`config.mk`:
```
export PLATFORM = sky130hd
export DESIGN_NAME = jib_core
export DESIGN_NICKNAME = d
export VERILOG_FILES = /design/src/logic/jib_pkg.sv /design/src/logic/jib_if.sv /design/src/logic/jib_sync.sv /design/src/logic/jib_fifo.sv /design/src/logic/jib_core.sv
export VERILOG_INCLUDE_DIRS = /design/src /design/src/logic
export SDC_FILE = /design/constraint.sdc
export NUM_CORES = 1
export LEC_CHECK = 0
export BUFFER_PORTS_ARGS = -buffer_cell sky130_fd_sc_hd__buf_4
export CAP_MARGIN = 10
export CORE_MARGIN = 2
export CORE_UTILIZATION = 58
export CTS_BUF_LIST = sky130_fd_sc_hd__clkbuf_2 sky130_fd_sc_hd__clkbuf_4 sky130_fd_sc_hd__clkbuf_8
export CTS_CLUSTER_DIAMETER = 50
export CTS_CLUSTER_SIZE = 24
export DETAILED_ROUTE_END_ITERATION = 16
export GPL_TIMING_DRIVEN = 0
export PLACE_DENSITY_LB_ADDON = 0.3
export SLEW_MARGIN = 15
export SYNTH_ARGS = -nofsm -noshare
export SYNTH_HDL_FRONTEND = slang
export SYNTH_SLANG_ARGS = --single-unit
```
`constraint.sdc`:
```
create_clock -name core_clk -period 18 [get_ports core_clk]
set_input_delay 5.4 -clock core_clk [delete_from_list [all_inputs] [get_ports core_clk]]
set_output_delay 5.4 -clock core_clk [all_outputs]
set_load 0.01 [all_outputs]
```
`src/logic/jib_cfg.svh`:
```
// Purpose: constants of the test access port instruction block
// Assumes: included by the package and the design files
// Notes:   opcodes are shifted in least significant bit first
//
// What this block does
// - EXTEST puts 184-bit scan chain on TDI/TDO
// - EXTEST asserts internal reset, runs keep-alive
// - Keep-alive frees clock pins for scan
// - HIGHZ: keep-alive, reset, bypass, pins high-Z
// - Test reset or five TMS ones: reset
// - Capture-IR then update-IR selects HIGHZ
// - SAMPLE captures pins, shifts without disturbing system
// - SAMPLE update-DR preloads cells for EXTEST
// - Drive-test: zero large driver, one small
// - Drive-test captures exactly like EXTEST
// - Drive-test: keep-alive, reset, test owns pins
// - Pin reset release loads drive latch from priorities
// - Drive latch held under drive-test, EXTEST, SHUTDOWN
// - Test-logic-reset returns instruction to bypass
// - SHUTDOWN: reset, keep-alive, bypass, clamped pins
// - Reserved opcode leaves pins as in system
// - Drive-system update sets drivers, system owns pins
// - Later reset releases may reload drive latch
// - BYPASS gives one-bit path TDI to TDO
// - Bypass stage captures zero in capture-DR
// - Three-bit IR, LSB first, resets to ones
// - Capture-IR loads 001
// - Opcode decode of all eight instructions
// - TDO driven only in shift states, on falls
`ifndef JIB_CFG_SVH
`define JIB_CFG_SVH
`define JIB_BSR_LEN   184
`define JIB_IR_W      3
`define JIB_OP_EXTEST 3'h0
`define JIB_OP_HIGHZ  3'h1
`define JIB_OP_SAMPLE 3'h2
`define JIB_OP_DRVT   3'h3
`define JIB_OP_SHUTDN 3'h4
`define JIB_OP_PRIV   3'h5
`define JIB_OP_DRVS   3'h6
`define JIB_OP_BYPASS 3'h7
`define JIB_IR_CAPT   3'h1
`define JIB_DRV_W     3
`define JIB_DRV_CELL  0
`define JIB_KA_DIV    3'h7
`define JIB_FIFO_W    2
`define JIB_FIFO_D    16
`define JIB_SYNC_W    8
`endif

```
`src/logic/jib_pkg.sv`:
```
// Purpose: types of the test access port instruction block
// Assumes: constants come from the cfg header
// Notes:   the core state is one packed struct
package jib_pkg;
`include "jib_cfg.svh"
    typedef enum logic [3:0] {
        TLR, RTI, SELDR, CAPDR, SHDR, EX1DR, PSDR, EX2DR, UPDDR,
        SELIR, CAPIR, SHIR, EX1IR, PSIR, EX2IR, UPDIR
    } jib_tap_t;
    typedef struct packed {
        jib_tap_t                 tap;
        logic [`JIB_IR_W-1:0]     ir;
        logic [`JIB_IR_W-1:0]     instr;
        logic                     byp;
        logic [`JIB_BSR_LEN-1:0]  bsr;
        logic [`JIB_BSR_LEN-1:0]  upd;
        logic [`JIB_DRV_W-1:0]    drv;
        logic                     tdo;
        logic                     tdoOe;
        logic                     tckPrev;
        logic                     rstPrev;
        logic [2:0]               kaCnt;
        logic                     kaTick;
        logic                     lost;
    } jib_core_t;
endpackage

```
`src/logic/jib_if.sv`:
```
// Purpose: carries pin events between sampler and tap engine
// Assumes: one clock domain
// Notes:   data is {tms, tdi} of one rising test clock edge
`timescale 1ns/1ns
`include "jib_cfg.svh"
interface jib_if;
    logic                   wrValid;
    logic                   wrReady;
    logic [`JIB_FIFO_W-1:0] wrData;
    logic                   rdValid;
    logic                   rdReady;
    logic [`JIB_FIFO_W-1:0] rdData;
    modport core (output wrValid, wrData, rdReady,
                  input  wrReady, rdValid, rdData);
    modport fifo (input  wrValid, wrData, rdReady,
                  output wrReady, rdValid, rdData);
endinterface

```
`src/logic/jib_sync.sv`:
```
// Purpose: two-flop synchroniser for pin inputs
// Assumes: inputs are asynchronous to core_clk
// Notes:   only the second stage is read outside
`timescale 1ns/1ns
module jib_sync #(
    parameter int                W   = 1,
    parameter logic [W-1:0]      RST = '0
) (
    // Clock and reset
    input  wire logic           core_clk,
    input  wire logic           sys_rst,
    // Data
    input  wire logic [W-1:0]   din,
    output logic      [W-1:0]   dout
);
    logic [W-1:0] meta_q;
    always_ff @(posedge core_clk or posedge sys_rst) begin
        if (sys_rst) begin
            meta_q <= RST;
            dout   <= RST;
        end else begin
            meta_q <= din;
            dout   <= meta_q;
        end
    end
endmodule

```
`src/logic/jib_fifo.sv`:
```
// Purpose: event FIFO between pin sampler and tap engine
// Assumes: single clock
// Notes:   full and empty are exact; depth a power of two
`timescale 1ns/1ns
module jib_fifo #(
    parameter int W = 2,
    parameter int D = 16
) (
    // Clock and reset
    input  wire logic core_clk,
    input  wire logic sys_rst,
    // Both sides
    jib_if.fifo       f
);
    localparam int AW = $clog2(D);
    logic [W-1:0]  mem [D];
    logic [AW:0]   wp_q;
    logic [AW:0]   rp_q;
    logic          push;
    logic          pop;
    assign f.wrReady = (wp_q - rp_q) != (AW+1)'(D);
    assign f.rdValid = wp_q != rp_q;
    assign f.rdData  = mem[rp_q[AW-1:0]];
    assign push      = f.wrValid && f.wrReady;
    assign pop       = f.rdValid && f.rdReady;
    always_ff @(posedge core_clk) begin
        if (push) begin
            mem[wp_q[AW-1:0]] <= f.wrData;
        end
    end
    always_ff @(posedge core_clk or posedge sys_rst) begin
        if (sys_rst) begin
            wp_q <= '0;
            rp_q <= '0;
        end else begin
            wp_q <= wp_q + (AW+1)'(push);
            rp_q <= rp_q + (AW+1)'(pop);
        end
    end
endmodule

```
`src/logic/jib_core.sv`:
```
// Purpose: instruction behaviour of the boundary-scan test logic
// Assumes: test pins are sampled by core_clk, far faster than tck
// Notes:   rising tck events queue in a FIFO; scanHold stalls them
`timescale 1ns/1ns
`include "jib_cfg.svh"
module jib_core
    import jib_pkg::*;
(
    // Clock and reset
    input  wire logic                        core_clk,
    input  wire logic                        sys_rst,
    // Test access pins
    input  wire logic                        tck,
    input  wire logic                        tms,
    input  wire logic                        tdi,
    input  wire logic                        trstN,
    output logic                             tdo,
    output logic                             tdoOe,
    // System side pins
    input  wire logic                        resetInputPinN,
    input  wire logic [`JIB_DRV_W-1:0]       interruptPriorityPins,
    input  wire logic [`JIB_BSR_LEN-1:0]     sysCapture,
    // Scan engine control
    input  wire logic                        scanHold,
    output logic                             eventLost,
    // Test effects
    output logic [`JIB_BSR_LEN-1:0]          scanOut,
    output logic [`JIB_DRV_W-1:0]            driveSelect,
    output logic                             testOwnsPins,
    output logic                             pinsHighZ,
    output logic                             internalReset,
    output logic                             keepAliveTick
);
    import jib_pkg::*;

    // ---------------------------------------------
    // Pin synchronisers
    // ---------------------------------------------
    logic [`JIB_SYNC_W-1:0]   syncIn;
    logic [`JIB_SYNC_W-1:0]   syncOut;
    logic                     tckS;
    logic                     tmsS;
    logic                     tdiS;
    logic                     trstS;
    logic                     rstInS;
    logic [`JIB_DRV_W-1:0]    iplS;

    assign syncIn = {interruptPriorityPins, resetInputPinN, trstN,
                     tdi, tms, tck};
    // Reset reads every pin as low, so a held pin release loads the latch
    jib_sync #(
        .W   (`JIB_SYNC_W),
        .RST (8'h00)
    ) u_sync (
        .core_clk (core_clk),
        .sys_rst  (sys_rst),
        .din      (syncIn),
        .dout     (syncOut)
    );
    assign tckS   = syncOut[0];
    assign tmsS   = syncOut[1];
    assign tdiS   = syncOut[2];
    assign trstS  = syncOut[3];
    assign rstInS = syncOut[4];
    assign iplS   = syncOut[7:5];

    // ---------------------------------------------
    // Event queue
    // ---------------------------------------------
    // Queueing keeps up to 16 tck edges from being lost while scanHold stalls
    jib_if f ();
    jib_core_t q;
    jib_core_t d;
    logic      riseE;
    logic      fallE;
    logic      step;
    logic      tmsB;
    logic      tdiB;

    assign riseE     = tckS && !q.tckPrev;
    assign fallE     = !tckS && q.tckPrev;
    assign f.wrValid = riseE;
    assign f.wrData  = {tmsS, tdiS};
    assign f.rdReady = !scanHold;
    assign step      = f.rdValid && f.rdReady;
    assign tmsB      = f.rdData[1];
    assign tdiB      = f.rdData[0];

    jib_fifo #(
        .W (`JIB_FIFO_W),
        .D (`JIB_FIFO_D)
    ) u_fifo (
        .core_clk (core_clk),
        .sys_rst  (sys_rst),
        .f        (f)
    );

    // ---------------------------------------------
    // Instruction decode
    // ---------------------------------------------
    logic bsrSel;
    logic testMode;
    logic latchHeld;

    always_comb begin
        bsrSel    = 1'b0;
        testMode  = 1'b0;
        latchHeld = 1'b0;
        case (q.instr)
            `JIB_OP_EXTEST: begin
                bsrSel    = 1'b1;
                testMode  = 1'b1;
                latchHeld = 1'b1;
            end
            `JIB_OP_HIGHZ: begin
                testMode  = 1'b1;
            end
            `JIB_OP_SAMPLE: begin
                bsrSel    = 1'b1;
            end
            `JIB_OP_DRVT: begin
                bsrSel    = 1'b1;
                testMode  = 1'b1;
                latchHeld = 1'b1;
            end
            `JIB_OP_SHUTDN: begin
                testMode  = 1'b1;
                latchHeld = 1'b1;
            end
            `JIB_OP_DRVS: begin
                bsrSel    = 1'b1;
            end
            default: begin
                bsrSel    = 1'b0;
            end
        endcase
    end

    // ---------------------------------------------
    // Tap controller walk
    // ---------------------------------------------
    function automatic jib_tap_t nextTap(jib_tap_t s, logic m);
        jib_tap_t n;
        n = s;
        case (s)
            TLR:     n = m ? TLR   : RTI;
            RTI:     n = m ? SELDR : RTI;
            SELDR:   n = m ? SELIR : CAPDR;
            CAPDR:   n = m ? EX1DR : SHDR;
            SHDR:    n = m ? EX1DR : SHDR;
            EX1DR:   n = m ? UPDDR : PSDR;
            PSDR:    n = m ? EX2DR : PSDR;
            EX2DR:   n = m ? UPDDR : SHDR;
            UPDDR:   n = m ? SELDR : RTI;
            SELIR:   n = m ? TLR   : CAPIR;
            CAPIR:   n = m ? EX1IR : SHIR;
            SHIR:    n = m ? EX1IR : SHIR;
            EX1IR:   n = m ? UPDIR : PSIR;
            PSIR:    n = m ? EX2IR : PSIR;
            EX2IR:   n = m ? UPDIR : SHIR;
            UPDIR:   n = m ? SELDR : RTI;
            default: n = TLR;
        endcase
        return n;
    endfunction

    // ---------------------------------------------
    // Next state
    // ---------------------------------------------
    always_comb begin
        d         = q;
        d.tckPrev = tckS;
        d.rstPrev = rstInS;
        d.kaTick  = 1'b0;
        // Full queue drops the edge and leaves a sticky flag
        if (riseE && !f.wrReady) begin
            d.lost = 1'b1;
        end
        // Keep-alive stands in for the stopped system clocks
        if (testMode) begin
            if (q.kaCnt == `JIB_KA_DIV) begin
                d.kaCnt  = 3'h0;
                d.kaTick = 1'b1;
            end else begin
                d.kaCnt  = q.kaCnt + 3'h1;
            end
        end else begin
            d.kaCnt = 3'h0;
        end
        // Release of the reset pin samples the priority pins
        if (!latchHeld && rstInS && !q.rstPrev) begin
            d.drv = iplS;
        end
        if (q.tap == TLR) begin
            d.ir    = `JIB_OP_BYPASS;
            d.instr = `JIB_OP_BYPASS;
        end
        if (step) begin
            case (q.tap)
                CAPIR: d.ir = `JIB_IR_CAPT;
                SHIR:  d.ir = {tdiB, q.ir[`JIB_IR_W-1:1]};
                CAPDR: begin
                    if (bsrSel) begin
                        d.bsr = sysCapture;
                    end else begin
                        d.byp = 1'b0;
                    end
                end
                SHDR: begin
                    if (bsrSel) begin
                        d.bsr = {tdiB, q.bsr[`JIB_BSR_LEN-1:1]};
                    end else begin
                        d.byp = tdiB;
                    end
                end
                default: begin
                end
            endcase
            d.tap = nextTap(q.tap, tmsB);
        end
        if (fallE) begin
            d.tdoOe = (q.tap == SHIR) || (q.tap == SHDR);
            if (q.tap == SHIR) begin
                d.tdo = q.ir[0];
            end else if (bsrSel) begin
                d.tdo = q.bsr[0];
            end else begin
                d.tdo = q.byp;
            end
            if (q.tap == UPDIR) begin
                d.instr = q.ir;
            end
            if (q.tap == UPDDR) begin
                case (q.instr)
                    `JIB_OP_SAMPLE, `JIB_OP_EXTEST: begin
                        d.upd = q.bsr;
                    end
                    `JIB_OP_DRVT, `JIB_OP_DRVS: begin
                        // Zero picks the large driver
                        d.drv = q.bsr[`JIB_DRV_CELL +: `JIB_DRV_W];
                    end
                    default: begin
                    end
                endcase
            end
        end
        // Test reset comes last so it beats other writes to tap, ir, instr and tdoOe
        if (!trstS) begin
            d.tap   = TLR;
            d.ir    = `JIB_OP_BYPASS;
            d.instr = `JIB_OP_BYPASS;
            d.tdoOe = 1'b0;
        end
    end

    always_ff @(posedge core_clk or posedge sys_rst) begin
        if (sys_rst) begin
            q       <= '0;
            q.tap   <= TLR;
            q.ir    <= `JIB_OP_BYPASS;
            q.instr <= `JIB_OP_BYPASS;
        end else begin
            q <= d;
        end
    end

    // ---------------------------------------------
    // Outputs
    // ---------------------------------------------
    assign tdo           = q.tdo;
    assign tdoOe         = q.tdoOe;
    assign scanOut       = q.upd;
    assign driveSelect   = q.drv;
    // Decode is combinational, so an opcode acts from its update fall
    assign testOwnsPins  = testMode;
    assign pinsHighZ     = q.instr == `JIB_OP_HIGHZ;
    assign internalReset = testMode;
    assign keepAliveTick = q.kaTick;
    assign eventLost     = q.lost;
endmodule

```
==> out/results.ini, run 1 <==
[detailed_routing]
ant_nets=0
wirelength_um=50600
drt_iter0_drc=820
routedWlPerCell_um=16.9
routed_via_density=5.21
dr_total_vias=15600
drc=0
first_pass_iters=7

[yosys]
ys_top_cells_by_area=dfrtp_1, nand2_1, mux2i_1, buf_4, o21ai_0
synth_area_per_cell_sq_um=9.81
ys.flop_type=dfrtp_1
synth_top_area_share=0.508
ys_ff_latch=449
yosysWarnings=0
synth_cell_types=53
synth_top_area_cell=dfrtp_1
syn_nets=2269
syn_inst=2064
async_reset_ff_frac=0.929
ys_seq_area_frac=0.563
synth-edff-count=32
synth_area_sq_mm=0.0202

[power_and_ir_drop]
p_switching_uw=546
leakage_nw=14.2
switching_share=0.275
internal-power_mw=1.44
p_seq_frac=0.531
ir_worst_vdd_uv=90.8
clkPwrFrac=0.338
powerDensity_mw_per_mm2=80.3
pwr-share-comb=0.131

[finish]
drive_above_1_share=0.283
nets=2702
nFillCells=2493
syn2layout_area_growth_pct=22.4
multi_input_area_sq_mm=0.00690
final_common_cell=nand2_1
layout_common_cells=nand2_1, buf_4, dfrtp_1, o21ai_0, mux2i_1
regArea_sq_mm=0.0114
final_area_sq_mm=0.0248

[placement]
pre_cts_ws_ns=10.22
dp_hpwl_um=37500
portBuffers=388
placedInstanceArea_sq_mm=0.0238
place_congestion=0.903

[die]
chipWidth_um=191
core_area_sq_mm=0.0345
die_h_um=191
ios=389
die-area_sq_mm=0.0364
num_rows=68
initial_core_util=0.587

[timing]
rsz0062_at_grt=false
drv_slew=0
worst_pin_slew_ns=0.868
skew_ns=0.0278
hold_viol_final=0
max_freq_ghz=0.130
hold-worst-slack_ns=0.356
min_period_ns=7.67
setup_viol=0
setup_ws_ns=10.33
slew_headroom=0.421
setup_tns_ns=0
finalCritPeriodShare=0.426

[clock_tree]
clock-root-buffer=clkbuf_8
clkTransAtPathRegs_ns=0.10
numCtsBuffers=39
clk_latency_ns=0.58
cts.sinks=449
cts_resized=0
cts_hold_buf=0
cts-htree-levels=2
cts_tree=done
cts_setup_buffers=0
clockBufferDepth=3

[min_path]
min_path_type=reg2reg

[global_route]
grt_max_degree=115
grt_remaining_overflow=0
grt_pass1_vias=15500
antenna_found_initial=2
grt.total_usage=0.277
grt_pass1_wl_um=79800

[run]
cap_violations=0

[critical_path]
endpoint_kind=primary output
crit_type=reg2out
cp.arrival_ns=2.27
cp_max_fo=8
crit_path_start_kind=flip-flop
worstPathRequired_ns=12.60

[run_status]
outcome=finished, final reports clean

## power groups by stage
stage / sequential [mW] / clock [mW] / combinational (mW)
6_report: 1.06 / 0.672 / 0.260
5_1_grt: 1.06 / 0.726 / 0.287
4_1_cts: 1.06 / 0.683 / 0.261
3_5_place_dp: 1.08 / 0 / 0.259
3_3_place_gp: 1.08 / 0 / 0.242
2_1_floorplan: 1.07 / 0 / 0.171
## cell usage after synthesis, types with 8 or more instances
cell type	instances
a21oi_1	12
buf_2	39
buf_4	188
clkbuf_1	71
dfrtp_1	411
edfxtp_1	32
ha_1	10
mux2i_1	192
nand2_1	754
nand2b_1	9
nand3_1	13
nor2_1	24
nor3_1	15
o21ai_0	198
xnor2_1	8
## path summary, 6_finish.rpt
check,startpoint,end,slack (ns),cells past startpoint
max,q[381]$_DFF_PP1_,testOwnsPins,10.33,4
min,u_sync.meta_q[5]$_DFF_PP0_,u_sync.dout[5]$_DFF_PP0_,0.36,0
max reg2reg,u_fifo.wp_q[0]$_DFF_PP0_,q[222]$_DFFE_PP0P_,14.36,12
min reg2reg,u_sync.meta_q[5]$_DFF_PP0_,u_sync.dout[5]$_DFF_PP0_,0.36,0
max in group asynchronous,sys_rst,scanOut[167]$_DFFE_PP0P_,11.94,4
min in group asynchronous,sys_rst,scanOut[83]$_DFFE_PP0P_,4.81,2
## registers in the layout, indices dropped and copies added, names as in the netlist
register       count
u_fifo.rp_q        5
q                200
tdo                1
u_fifo.mem        32
driveSelect        3
u_sync.dout        8
scanOut          184
keepAliveTick      1
eventLost          1
u_fifo.wp_q        5
u_sync.meta_q      8
tdoOe              1
## per-layer routing
metal  vias up  global-route usage  share of wire
li1       7410                   -              -
met1      7488               0.346           0.39
met2       532               0.463           0.48
met3       123              0.0655          0.081
met4         2               0.115          0.045
met5         -                   0        0.00018
## area by class of cell
cell class | instances | area share
timing repair buffer | 392 | 0.122
sequential | 449 | 0.460
antenna | 2 | 0.000202
buffer | 304 | 0.0771
clock inverter | 26 | 0.0131
clock buffer | 44 | 0.0242
inverter | 8 | 0.00152
tap | 455 | 0.0230
multi-input combinational | 1303 | 0.278
## critical path, cell delays in order (launching register included)
cell      delay (ns)
dfstp_2         0.60
nand2b_1        0.15
a21boi_0        0.63
buf_4           0.22
buf_4           0.12
## cell families (layout without fill, tap and decap cells)
family,after synthesis,after routing,share of synthesized area
buffers and inverters,312,774,0.0959
AOI/OAI and AO/OA,233,233,0.0610
adders and majority gates,10,10,0.00618
xor gates and xnor gates,11,11,0.00476
and+or+nand+nor,846,846,0.164
muxes,203,203,0.105
DFF,449,449,0.563
other,0,2,0
## through the flow
stage | total power [mW] | utilization | instances
6_report | 1.99 | 0.719 | 2983
5_1_grt | 2.07 | 0.719 | 2982
4_1_cts | 2.00 | 0.719 | 2981
3_5_place_dp | 1.34 | 0.692 | 2911
3_3_place_gp | 1.32 | 0.688 | 2907
2_1_floorplan | 1.24 | - | 2064
Power figures use the tool's default switching activity.
==> inputs of run 2 (changes only) <==
CORE_UTILIZATION = 52   (was 58)
clock period = 6.6 ns   (was 18 ns; I/O delays follow)
==> run 2 against run 1 <==
  * Via count decreased by 0.27%
  * Final area rose by 1.3%
  * Sequential power rose to 2.7 times the previous value
  * Largest cell class unchanged
  * Clock skew fell by 0.0015 ns
  * Non-clock buffer count is 9 higher
  * Global-route usage shrank 2.2 points
  * First-iteration DRC count up 21%
  * Routed wire length increased by 1.3%
  * Die area increased by 11%
==> out/results.ini, run 2 (synthesized netlist as in run 1, its figures left out) <==
[timing]
hold-worst-slack_ns=0.356  ; -0.000420 ns
setup_viol=0  ; unchanged
slew_headroom=0.445  ; +0.0237
finalCritPeriodShare=0.641
max_freq_ghz=0.236
skew_ns=0.0263  ; -0.00149 ns
worst_pin_slew_ns=0.833  ; -0.0355 ns
drv_slew=0  ; unchanged
rsz0062_at_grt=false
setup_ws_ns=2.37  ; -7.96 ns
min_period_ns=4.23
hold_viol_final=0  ; unchanged

[detailed_routing]
drt_iter0_drc=991  ; +21%
wirelength_um=51200  ; +1.3%
dr_total_vias=15500  ; -0.27%
drc=0  ; unchanged
routed_via_density=5.06  ; -3.0%
routedWlPerCell_um=16.7  ; -1.5%
first_pass_iters=5  ; -2
ant_nets=0  ; unchanged

[clock_tree]
clock-root-buffer=clkbuf_8
cts_tree=done
cts_resized=0  ; unchanged
cts_hold_buf=0  ; unchanged
cts.sinks=449  ; unchanged
clkTransAtPathRegs_ns=0.10  ; about the same
cts-htree-levels=2  ; unchanged
cts_setup_buffers=0  ; unchanged
clockBufferDepth=3  ; unchanged
numCtsBuffers=43  ; +10%
clk_latency_ns=0.65  ; +0.07 ns

[critical_path]
crit_top_cell=buf_4
cp.arrival_ns=2.25  ; -0.02 ns
cp_max_fo=8  ; unchanged
crit_slowest_cell=dfstp_2
rr_endpoint=q[207]$_DFFE_PP0P_
slowest_delay_ns=0.61  ; -0.02 ns
cp_num_buf_inv=2  ; unchanged
cp.depth=4  ; unchanged
crit_family=flip-flops
reg2reg_slack_ns=2.92  ; -11.44 ns
startpoint=q[381]$_DFF_PP1_
crit_path_start_kind=flip-flop
r2r_cells=12  ; unchanged
crit_chain=nand2b_1 -> a21boi_0 -> buf_4 -> buf_4
worstPathRequired_ns=4.62  ; -7.98 ns
crit_type=reg2out
endpoint_kind=primary output
r2r-start=u_fifo.wp_q[0]$_DFF_PP0_
endpoint=testOwnsPins

[power_and_ir_drop]
p_switching_mw=1.57  ; +190%
clkPwrFrac=0.356  ; +0.018
powerDensity_mw_per_mm2=222  ; +180%
ir_worst_vdd_uv=194  ; +110%
leakage_nw=14.3  ; +0.75%
p_seq_frac=0.517  ; -0.014
pwr-share-comb=0.127  ; -0.004
switching_share=0.281  ; +0.00596
internal-power_mw=4.02  ; +180%

[finish]
nFillCells=3097  ; +24%
nets=2715  ; +0.48%
multi_input_area_sq_mm=0.00690  ; unchanged
layout_common_cells=nand2_1, buf_4, dfrtp_1, o21ai_0, mux2i_1
largest_register_ffs=200  ; unchanged
final_common_cell=nand2_1
regMostFlops=q
regArea_sq_mm=0.0114  ; unchanged
drive_above_1_share=0.288  ; +0.00536
syn2layout_area_growth_pct=24.0

[die]
die-area_sq_mm=0.0405  ; +11%
ios=389  ; unchanged
initial_core_util=0.525  ; -0.0624
chipWidth_um=201  ; +5.5%
die_h_um=201  ; +5.5%
num_rows=72  ; +5.9%
core_area_sq_mm=0.0386  ; +12%

[run_status]
outcome=finished, final reports clean

[global_route]
grt_pass1_vias=15800  ; +1.8%
grt_remaining_overflow=0  ; unchanged
grt_max_degree=38  ; -67%
antenna_found_initial=3  ; +1
grt_pass1_wl_um=82300  ; +3.2%
grt.total_usage=0.255  ; -0.0222

[placement]
place_congestion=0.890  ; -1.4%
pre_cts_ws_ns=2.24  ; -7.98 ns
portBuffers=388  ; unchanged
dp_hpwl_um=38500  ; +2.7%

[run]
cap_violations=0  ; unchanged

[min_path]
min_path_type=reg2reg

==> run 2: changes by cell type in the layout (fill, tap and decap cells not counted), moves of 4 or more <==
cell	delta
buf_12	+13
clkinvlp_4	+6
inv_6	+5
buf_16	-4
clkinv_4	-4
==> run 2: power groups by stage <==
| stage | Sequential, mW | Combinational, mW | Clock [mW] |
|---|---|---|---|
| after floorplan | 2.93 | 0.467 | 0 |
| after global placement | 2.94 | 0.662 | 0 |
| after detailed placement | 2.94 | 0.707 | 0 |
| after CTS | 2.89 | 0.711 | 2.03 |
| after global routing | 2.89 | 0.789 | 2.13 |
| final | 2.88 | 0.710 | 1.99 |
==> run 2: worst min-delay path by stage <==
stage / endpoint / cells past startpoint / start
floorplan: u_sync.dout[0]$_DFF_PP0_ / 0 / u_sync.meta_q[0]$_DFF_PP0_
global placement: u_sync.dout[5]$_DFF_PP0_ / 0 / u_sync.meta_q[5]$_DFF_PP0_
detailed placement: u_sync.dout[0]$_DFF_PP0_ / 0 / u_sync.meta_q[0]$_DFF_PP0_
CTS: u_sync.dout[7]$_DFF_PP0_ / 0 / u_sync.meta_q[7]$_DFF_PP0_
global route: u_sync.dout[7]$_DFF_PP0_ / 0 / u_sync.meta_q[7]$_DFF_PP0_
finish: u_sync.dout[7]$_DFF_PP0_ / 0 / u_sync.meta_q[7]$_DFF_PP0_
==> run 2: per-layer routing <==
layer,part of all wire,up-vias,global-route usage
li1,-,7448,-
met4,0.036,0,0.0945
met5,0,-,0
met2,0.47,476,0.421
met3,0.066,100,0.0512
met1,0.42,7489,0.335
==> run 2: metrics by stage <==
step | TNS [ns] | util | instances | power (mW) | instance area (sq um)
CTS | 0 | 0.651 | 3063 | 5.63 | 25100
floorplan | -410.44 | - | 2064 | 3.40 | 20200
global placement | -1316.87 | 0.617 | 2970 | 3.60 | 23800
global route | 0 | 0.651 | 3066 | 5.81 | 25100
detailed placement | 0 | 0.624 | 2983 | 3.65 | 24100
finish | 0 | 0.651 | 3066 | 5.58 | 25100
==> run 2: area by class of cell <==
| type | instances | area share |
|---|---|---|
| Tap cell | 518 | 0.0258 |
| Multi-Input combinational cell | 1303 | 0.275 |
| Antenna cell | 3 | 0.000299 |
| Clock buffer | 44 | 0.0239 |
| Sequential cell | 449 | 0.454 |
| Clock inverter | 36 | 0.0171 |
| Inverter | 8 | 0.00135 |
| Buffer | 304 | 0.0761 |
| Timing Repair Buffer | 401 | 0.126 |
==> inputs of run 3 (changes only) <==
clock period = 3.6 ns   (was 6.6 ns; I/O delays follow)
==> run 3 against run 2 <==
  * Non-clock buffer count unchanged
  * Critical path depth is 6 higher
  * Power increased by 83%
  * Clock power up 83%
  * First-iteration DRC count decreased by 1.2%
  * Combinational power up 83%
  * Critical endpoint is now q[305]$_DFFE_PP0P_
  * Worst setup slack worse by 2.2 ns
  * Clock-buffer cell count stayed put
  * Largest cell class unchanged
==> out/results.ini, run 3 (synthesized netlist as in run 1, its figures left out) <==
[clock_tree]
clk_latency_ns=0.64  ; about the same
cts_hold_buf=0  ; unchanged
numCtsBuffers=43  ; unchanged
clockBufferDepth=3  ; unchanged
cts.sinks=449  ; unchanged
clkTransAtPathRegs_ns=0.12  ; +0.02 ns
clock-root-buffer=clkbuf_8
cts_tree=done
cts-htree-levels=2  ; unchanged

[finish]
regMostFlops=q
drive_above_1_share=0.290  ; +0.00157
largest_register_ffs=200  ; unchanged
syn2layout_area_growth_pct=24.1  ; about the same
layout_common_cells=nand2_1, buf_4, dfrtp_1, o21ai_0, mux2i_1
final_common_cell=nand2_1
nFillCells=3095  ; -0.065%
nets=2715  ; unchanged
final_cells=3066  ; unchanged

[run]
cap_violations=0  ; unchanged

[min_path]
min_path_type=in2async

[run_status]
outcome=finished, final reports clean

[global_route]
antenna_found_initial=3  ; unchanged
grt_pass1_vias=15800  ; unchanged
grt_remaining_overflow=0  ; unchanged
grt_pass1_wl_um=82300  ; unchanged
grt.total_usage=0.255  ; unchanged
grt_max_degree=38  ; unchanged

[detailed_routing]
first_pass_iters=5  ; unchanged
drc=0  ; unchanged
routed_via_density=5.05  ; -0.16%
dr_total_vias=15500  ; -0.16%
wirelength_um=51200  ; about the same
routedWlPerCell_um=16.7  ; about the same
drt_iter0_drc=979  ; -1.2%
ant_nets=0  ; unchanged

[timing]
min_period_ns=3.40
max_freq_ghz=0.294
setup_viol=0  ; unchanged
skew_ns=0.0233  ; -0.00298 ns
slew_headroom=0.427  ; -0.0182
setup_ws_ns=0.198  ; -2.17 ns
worst_pin_slew_ns=0.860  ; +0.0274 ns
finalCritPeriodShare=0.945
setup_tns_ns=0  ; unchanged
rsz0062_at_grt=false
hold_viol_final=0  ; unchanged
drv_slew=0  ; unchanged
hold-worst-slack_ns=0.347  ; -0.00910 ns

[placement]
dp_hpwl_um=38500  ; unchanged
portBuffers=388  ; unchanged
dp_cells=2983  ; unchanged
pre_cts_ws_ns=-0.0711  ; -2.31 ns
place_congestion=0.890  ; unchanged

[die]
die-area_sq_mm=0.0405  ; unchanged
num_rows=72  ; unchanged
die_h_um=201  ; unchanged
initial_core_util=0.525  ; unchanged
chipWidth_um=201  ; unchanged
core_area_sq_mm=0.0386  ; unchanged
ios=389  ; unchanged

[power_and_ir_drop]
powerDensity_mw_per_mm2=408  ; +83%
leakage_nw=14.3  ; about the same
p_switching_mw=2.87  ; +83%
clkPwrFrac=0.356  ; about the same
internal-power_mw=7.36  ; +83%
p_seq_frac=0.517  ; about the same
switching_share=0.281  ; about the same
ir_worst_vdd_uv=355  ; +83%
pwr-share-comb=0.127  ; about the same

[critical_path]
crit_type=reg2reg
crit_path_start_kind=flip-flop
cp_max_fo=10  ; +2
worstPathRequired_ns=4.09  ; -0.53 ns
endpoint_kind=flip-flop
cp.arrival_ns=3.89  ; +1.64 ns

## run 3: cell counts in the layout (fill, tap and decap cells not counted)
No cell type changed its count.
## run 3: timing repair
action | 4_1_cts | 5_1_grt
buffers inserted | 0 | 0
resized for setup | 1 | 6
endpoints found under the setup margin | 30 | 13
## run 3: through the flow
stage	total power [mW]	cell area [sq um]	util
6_report	10.2	25100	0.651
5_1_grt	10.7	25100	0.651
4_1_cts	10.3	25100	0.651
3_5_place_dp	6.68	24100	0.624
3_3_place_gp	6.60	23800	0.617
2_1_floorplan	6.22	20200	-
## run 3: path summary, 6_finish.rpt
kind / from / endpoint / slack, ns / depth (start not counted)
min: sys_rst / scanOut[163]$_DFFE_PP0P_ / 0.35 / 2
min in group core_clk: u_sync.meta_q[7]$_DFF_PP0_ / u_sync.dout[7]$_DFF_PP0_ / 0.36 / 0
min reg2reg: u_sync.meta_q[7]$_DFF_PP0_ / u_sync.dout[7]$_DFF_PP0_ / 0.36 / 0
max in group asynchronous: sys_rst / scanOut[67]$_DFFE_PP0P_ / 1.53 / 8
max: u_fifo.wp_q[0]$_DFF_PP0_ / q[305]$_DFFE_PP0P_ / 0.20 / 10
max reg2reg: u_fifo.wp_q[0]$_DFF_PP0_ / q[305]$_DFFE_PP0P_ / 0.20 / 10
## run 3: power groups by stage
stage / Combinational (mW) / Sequential [mW] / Clock (mW)
after floorplan: 0.856 / 5.37 / 0
after global placement: 1.21 / 5.39 / 0
after detailed placement: 1.30 / 5.39 / 0
after CTS: 1.30 / 5.29 / 3.73
after global routing: 1.45 / 5.31 / 3.90
final: 1.30 / 5.29 / 3.64
## run 3: routing by layer
layer / wire length [um] / share of wire / GRT usage / vias to the layer above
li1: - / - / - / 7449
met1: 21900 / 0.43 / 0.335 / 7488
met2: 24200 / 0.47 / 0.421 / 455
met3: 3200 / 0.062 / 0.0512 / 96
met4: 1830 / 0.036 / 0.0945 / 0
met5: 0 / 0 / 0 / -
## run 3: final cells by class
class	instances	area, sq um	area share
antenna	3	7.51	0.000299
buffer	304	1910	0.0762
timing repair buffer	401	3170	0.126
inverter	8	33.8	0.00135
tap	518	648	0.0258
multi-input combinational	1303	6900	0.275
clock inverter	36	430	0.0171
sequential	449	11400	0.454
clock buffer	44	599	0.0239
## run 3: worst max-delay path, cell delays in order (launching register included)
cell and delay, ns:
dfrtp_1 0.37, clkbuf_1 0.35, inv_1 0.19, ha_1 0.31
and2_1 0.14, a41o_1 0.25, inv_2 0.11, nand3_2 0.27
clkbuf_1 0.65, clkbuf_1 0.43, o21ai_0 0.19
